<file path="src/rtl/sps_params.svh">
`ifndef SPS_PARAMS_SVH
`define SPS_PARAMS_SVH
`define SPS_STAGES 8
`define SPS_FIRST_STAGE 0
`define SPS_ZERO_WORD 8'h00
`endif

</file>
<file path="src/rtl/sps_pkg.sv">
`include "sps_params.svh"
package sps_pkg;
   typedef logic [`SPS_STAGES-1:0] sps_word_t;
   typedef enum logic [2:0] {
      SPS_IDLE = 3'b001,
      SPS_SHIFT = 3'b010,
      SPS_LOAD = 3'b100
   } sps_state_t;
endpackage : sps_pkg

</file>
<file path="src/rtl/sps_if.sv">
`timescale 1ns/1ps
`include "sps_params.svh"
interface sps_if;
   logic serial_data_in;
   logic shift_clock;
   logic shift_clear_n;
   logic storage_clock;
   logic output_enable_n;
   logic [`SPS_STAGES-1:0] parallel_outputs;
   logic [`SPS_STAGES-1:0] parallel_outputs_oe;
   logic cascade_serial_out;
   modport device (
      input serial_data_in, shift_clock, shift_clear_n, storage_clock, output_enable_n,
      output parallel_outputs, parallel_outputs_oe, cascade_serial_out
   );
   modport host (
      output serial_data_in, shift_clock, shift_clear_n, storage_clock, output_enable_n,
      input parallel_outputs, parallel_outputs_oe, cascade_serial_out
   );
endinterface : sps_if

</file>
<file path="src/rtl/sps_host.sv">
`timescale 1ns/1ps
`include "sps_params.svh"
module sps_host #(
   parameter int STAGES = `SPS_STAGES,
   parameter int HALF_PERIOD = 4
) (
   input wire logic mclk,
   input wire logic reset,
   input wire logic [STAGES-1:0] load_data,
   input wire logic load_valid,
   output logic load_ready,
   input wire logic init_req,
   input wire logic blank_n,
   sps_if.host pins
);
   sps_pkg::sps_state_t state_reg, state_next;
   logic [STAGES-1:0] data_reg, data_next;
   logic [7:0] div_reg, div_next;
   logic [4:0] bit_reg, bit_next;
   logic phase_reg, phase_next;
   logic clear_reg, clear_next;
   logic sdi_reg, sdi_next;
   logic sck_reg, sck_next;
   logic stc_reg, stc_next;
   logic tick;

   assign tick = (div_reg == 8'(HALF_PERIOD - 1));

   // Init drives clear low and then pulses storage, giving all-zero outputs.
   always_comb begin
      state_next = state_reg;
      data_next = data_reg;
      div_next = tick ? 8'h00 : div_reg + 8'h01;
      bit_next = bit_reg;
      phase_next = phase_reg;
      clear_next = clear_reg;
      sdi_next = sdi_reg;
      sck_next = sck_reg;
      stc_next = stc_reg;
      unique case (state_reg)
         sps_pkg::SPS_IDLE: begin
            if (init_req) begin
               clear_next = 1'b1;
               state_next = sps_pkg::SPS_LOAD;
               phase_next = 1'b0;
            end else if (load_valid) begin
               data_next = load_data;
               bit_next = 5'h00;
               phase_next = 1'b0;
               state_next = sps_pkg::SPS_SHIFT;
            end
         end
         sps_pkg::SPS_SHIFT: begin
            if (tick) begin
               if (!phase_reg) begin
                  sdi_next = data_reg[STAGES-1];
                  sck_next = 1'b0;
                  phase_next = 1'b1;
               end else begin
                  sck_next = 1'b1;
                  data_next = {data_reg[STAGES-2:0], 1'b0};
                  phase_next = 1'b0;
                  bit_next = bit_reg + 5'h01;
                  if (bit_reg == 5'(STAGES - 1)) begin
                     state_next = sps_pkg::SPS_LOAD;
                  end
               end
            end
         end
         sps_pkg::SPS_LOAD: begin
            if (tick) begin
               if (!phase_reg) begin
                  sck_next = 1'b0;
                  stc_next = 1'b0;
                  phase_next = 1'b1;
               end else begin
                  stc_next = 1'b1;
                  phase_next = 1'b0;
                  clear_next = 1'b0;
                  state_next = sps_pkg::SPS_IDLE;
               end
            end
         end
      endcase
   end

   always_ff @(posedge mclk) begin
      if (reset) begin
         state_reg <= sps_pkg::SPS_IDLE;
         data_reg <= `SPS_ZERO_WORD;
         div_reg <= 8'h00;
         bit_reg <= 5'h00;
         phase_reg <= 1'b0;
         clear_reg <= 1'b0;
         sdi_reg <= 1'b0;
         sck_reg <= 1'b0;
         stc_reg <= 1'b0;
      end else begin
         state_reg <= state_next;
         data_reg <= data_next;
         div_reg <= div_next;
         bit_reg <= bit_next;
         phase_reg <= phase_next;
         clear_reg <= clear_next;
         sdi_reg <= sdi_next;
         sck_reg <= sck_next;
         stc_reg <= stc_next;
      end
   end

   assign load_ready = (state_reg == sps_pkg::SPS_IDLE) && !init_req;
   assign pins.serial_data_in = sdi_reg;
   assign pins.shift_clock = sck_reg;
   assign pins.shift_clear_n = ~clear_reg;
   assign pins.storage_clock = stc_reg;
   assign pins.output_enable_n = ~blank_n;
endmodule : sps_host

</file>
<file path="src/flat_wrapper.sv">
// flat-port wrapper written by rule: the top's interface ports become plain ports
module sps_host_flat 
#(
   parameter int STAGES = `SPS_STAGES,
   parameter int HALF_PERIOD = 4
)
  (mclk, reset, load_data, load_valid, load_ready, init_req, blank_n, pins_serial_data_in, pins_shift_clock, pins_shift_clear_n, pins_storage_clock, pins_output_enable_n, pins_parallel_outputs, pins_parallel_outputs_oe, pins_cascade_serial_out);
  sps_if pins_i ();
  input wire logic mclk;
  input wire logic reset;
  input wire logic [STAGES-1:0] load_data;
  input wire logic load_valid;
  output logic load_ready;
  input wire logic init_req;
  input wire logic blank_n;
  output wire logic [$bits(pins_i.serial_data_in)-1:0] pins_serial_data_in;
  output wire logic [$bits(pins_i.shift_clock)-1:0] pins_shift_clock;
  output wire logic [$bits(pins_i.shift_clear_n)-1:0] pins_shift_clear_n;
  output wire logic [$bits(pins_i.storage_clock)-1:0] pins_storage_clock;
  output wire logic [$bits(pins_i.output_enable_n)-1:0] pins_output_enable_n;
  input wire logic [$bits(pins_i.parallel_outputs)-1:0] pins_parallel_outputs;
  input wire logic [$bits(pins_i.parallel_outputs_oe)-1:0] pins_parallel_outputs_oe;
  input wire logic [$bits(pins_i.cascade_serial_out)-1:0] pins_cascade_serial_out;
  assign pins_serial_data_in = pins_i.serial_data_in;
  assign pins_shift_clock = pins_i.shift_clock;
  assign pins_shift_clear_n = pins_i.shift_clear_n;
  assign pins_storage_clock = pins_i.storage_clock;
  assign pins_output_enable_n = pins_i.output_enable_n;
  assign pins_i.parallel_outputs = pins_parallel_outputs;
  assign pins_i.parallel_outputs_oe = pins_parallel_outputs_oe;
  assign pins_i.cascade_serial_out = pins_cascade_serial_out;
  sps_host #(.STAGES(STAGES), .HALF_PERIOD(HALF_PERIOD)) u_core (.mclk(mclk), .reset(reset), .load_data(load_data), .load_valid(load_valid), .load_ready(load_ready), .init_req(init_req), .blank_n(blank_n), .pins(pins_i));
endmodule
</file>
<file path="config.mk">
export PLATFORM = sky130hd
export DESIGN_NAME = sps_host_flat
export DESIGN_NICKNAME = d
export VERILOG_FILES = /design/src/rtl/sps_pkg.sv /design/src/rtl/sps_if.sv /design/src/rtl/sps_host.sv /design/src/flat_wrapper.sv
export VERILOG_INCLUDE_DIRS = /design/src /design/src/rtl
export SDC_FILE = /design/constraint.sdc
export NUM_CORES = 1
export LEC_CHECK = 0
export ABC_CLOCK_PERIOD_IN_PS = 2800
export BUFFER_PORTS_ARGS = -buffer_cell sky130_fd_sc_hd__clkbuf_2
export CORE_UTILIZATION = 30
export CTS_BUF_LIST = sky130_fd_sc_hd__clkbuf_8
export DETAILED_ROUTE_END_ITERATION = 16
export GPL_ROUTABILITY_DRIVEN = 0
export SYNTH_ARGS = -nofsm -noshare
export SYNTH_HDL_FRONTEND = slang
export SYNTH_SLANG_ARGS = --single-unit
</file>
<file path="constraint.sdc">
create_clock -name mclk -period 2.8 [get_ports mclk]
set_input_delay 0.14 -clock mclk [delete_from_list [all_inputs] [get_ports mclk]]
set_output_delay 0.14 -clock mclk [all_outputs]
set_load 0.01 [all_outputs]
</file>
==> qor.yml <==
grt:
  grt_pass1_vias: 1074
  grt_pass1_wl_um: 5150
  antenna_found_initial: 0
  grt_max_degree: 20
  grt_overflow: 0
  grt_util_all_layers_pct: 13.0
cells_and_area:
  area_growth_pct: 13.2
  final_nets: 204
  finalNonFillerCells: 225
  post-route-util_pct: 36.1
  drive_above_1_share_pct: 19.1
  n_antenna_cell: 0
logic_synthesis:
  yosys.cell_count.top_type: "dfxtp_1"
  synth_top_flop_cell: "dfxtp_1"
  synth_compound_area_share_pct: 21.2
  synthArstFlopShare_pct: 0
  ys_ff_latch: 29
  synth.area.top_cells: "dfxtp_1, o221ai_1, nor4b_4"
  synth-edff-count: 0
  yosys-top-cells-count: "dfxtp_1, nand2_1, nor2_1"
  synth_mux_area_share_pct: 1.40
  yosysWarnings: 0
  synth_xor_area_share_pct: 4.29
  synth_top_area_cell: "dfxtp_1"
  syn_avg_cell_area_sq_um: 9.21
  synth_top_area_share_pct: 40.7
  yosysUniqueCellTypes: 46
  synth_top_family_by_area: "simple AND/OR/NAND/NOR gates"
  synth_area_sq_mm: 0.00143
  synthSimpleGateAreaFrac_pct: 25.3
  syn-num-nets: 187
  yosysSeqAreaShare_pct: 40.7
  syn_inst: 155
  synth_fa_ha_area_share_pct: 1.75
worst_setup_path:
  r2r_start: "u_core.div_reg[0]$_SDFF_PP0_"
  cp_cell_sequence: "ha_1 -> nor4b_4 -> nand4_1 -> or3_1 -> a21oi_1"
  ff2ff_setup_slack_ns: 0.66
  path_max_fanout: 12
  end_kind: "register"
  required_ns: 3.00
  path_class: "register to register"
  cp_data_arrival_time_ns: 2.34
  critPathLaunchType: "register"
  crit_slowest_cell: "or3_1"
  rr_endpoint: "u_core.bit_reg[4]$_SDFFE_PP0P_"
  cpPeakStageDelay_ns: 0.50
  rr_worst_depth: 5
sta:
  finalClockSkew_ns: 0.00467
  finalWorstSetupSlack_ns: 0.660
  worst_pin_slew_ns: 0.525
  finalSetupTns_ns: 0
  hold_viol_final: 0
  max_freq_mhz: 467
  timing.slew.headroom_pct: 64.8
  finalCritPeriodShare_pct: 76.4
  slew_viol_final: 0
  rsz0062_at_grt: "no"
  setup-violations-final: 0
  fin_crit_ns: 2.14
status:
  status: "finished clean"
clock_tree:
  clock_sinks: 29
  cts_setup_buffers: 0
  cts_tree: "yes"
  cts.path.max_buffers: 2
  cts_buffers: 5
  clock_latency_ns: 0.28
  cts_resized: 0
  h-tree-depth: 2
  hold_buffers: 0
  path_clk_slew_ns: 0.06
  root_buffer: "clkbuf_8"
hold_path:
  hp-class: "primary input to register"
  hold_end: "u_core.bit_reg[0]$_SDFFE_PP0P_"
  holdPathStages: 2
  min-delay-start: "reset"
power_and_ir_drop:
  powerDensity_mw_per_mm2: 600
  power.total_uw: 971
  power.leakage_nw: 0.649
  peakVddDrop_mv: 0.275
floorplan:
  fp.dieW_um: 71.0
  ios: 36
  core_area_sq_mm: 0.00447
  fp.dieH_um: 71.0
  die-area_sq_mm: 0.00504
  core.rowCount: 24
  initial_core_util_pct: 31.9
detailed_routing:
  drt_iter0_drc: 33
  drt-total-wl_um: 2960
  drtAntennaViolNets: 0
  routed-via-count: 1188
  post_drt_wl_per_cell_um: 13.1
  first_pass_iters: 10
  drc: 0
  via_per_inst: 5.28
placed_design:
  place_inst: 217
  hpwl_um: 2040
  pre_cts_ws_ns: 0.706
  portBuffers: 18
job:
  max-cap-violations: 0
per-layer routing:
metal / wire [um] / GRT usage, % / share of wire [%]
met5: 0 / 0 / 0
met3: 111 / 3.85 / 3.8
met1: 1530 / 17.6 / 52
met2: 1280 / 19.6 / 43
met4: 40 / 4.67 / 1.4
power breakdown:
group / internal [mW] / switching [mW] / leakage (nW) / total (mW)
sequential: 0.445 / 0.0450 / 0.236 / 0.490
combinational: 0.0763 / 0.0886 / 0.361 / 0.165
clock: 0.165 / 0.150 / 0.0519 / 0.315
total: 0.687 / 0.284 / 0.649 / 0.971
cell families (layout without fill, tap and decap cells):
family / count (synthesis) / count (layout)
AND/OR/NAND/NOR: 61 / 61
XOR/XNOR: 7 / 7
multiplexers: 2 / 2
adder cells (fa/ha/maj): 2 / 2
flip-flops: 29 / 29
buffers and inverters: 15 / 33
AO/OA/AOI/OAI: 39 / 39
through the flow:
step | hold WS [ns] | cell area, sq um
final | 0.168 | 1620
after floorplan | 0.317 | 1430
after global placement | 0.435 | 1540
after global routing | 0.181 | 1620
after detailed placement | 0.442 | 1540
after CTS | 0.160 | 1620
placed cells by master (no fill, tap or decap), drive strengths merged, types with 2 or more instances in the layout:
| cell | instances |
|---|---|
| nor4b | 4 |
| o311ai | 2 |
| xnor2 | 5 |
| nor3 | 5 |
| nor2 | 12 |
| nand4 | 4 |
| or3 | 3 |
| ha | 2 |
| o21ba | 6 |
| dfxtp | 29 |
| and3 | 2 |
| clkbuf | 23 |
| nand2 | 13 |
| and2 | 3 |
| mux2i | 2 |
| xor2 | 2 |
| o41ai | 2 |
| a211oi | 2 |
| a21oi | 8 |
| nand3 | 9 |
| inv | 8 |
| o21ai | 4 |
| o221ai | 6 |
worst max-delay path, delay by kind of cell, from the launching register on:
kind                       cells  cell delay, ns
DFF                            1            0.35
adders and majority gates      1            0.23
and+or+nand+nor                3            1.35
AOI/OAI and AO/OA              1            0.15
layout make-up:
class                   instances  area, sq um
clock buffers                   5         68.8
well taps                      52         65.1
fillers                       475         2860
inverters                       6         22.5
clock inverters                 3         11.3
flip-flops and latches         29          581
repair buffers                 19         97.6
multi-input cells             111          771
how the worst max path moves through the flow:
stage / from / depth (start not counted) / slack [ns] / to
2_1_floorplan: u_core.div_reg[0]$_SDFF_PP0_ / 6 / 1.24 / u_core.data_reg[2]$_SDFFE_PP0P_
3_3_place_gp: u_core.div_reg[0]$_SDFF_PP0_ / 5 / 0.68 / u_core.bit_reg[4]$_SDFFE_PP0P_
3_5_place_dp: u_core.div_reg[0]$_SDFF_PP0_ / 5 / 0.71 / u_core.bit_reg[4]$_SDFFE_PP0P_
4_1_cts: u_core.div_reg[0]$_SDFF_PP0_ / 5 / 0.65 / u_core.bit_reg[4]$_SDFFE_PP0P_
5_1_grt: u_core.div_reg[0]$_SDFF_PP0_ / 5 / 0.50 / u_core.bit_reg[3]$_SDFFE_PP0P_
6_report: u_core.div_reg[0]$_SDFF_PP0_ / 5 / 0.66 / u_core.bit_reg[4]$_SDFFE_PP0P_
(Power assumes the default switching activity.)
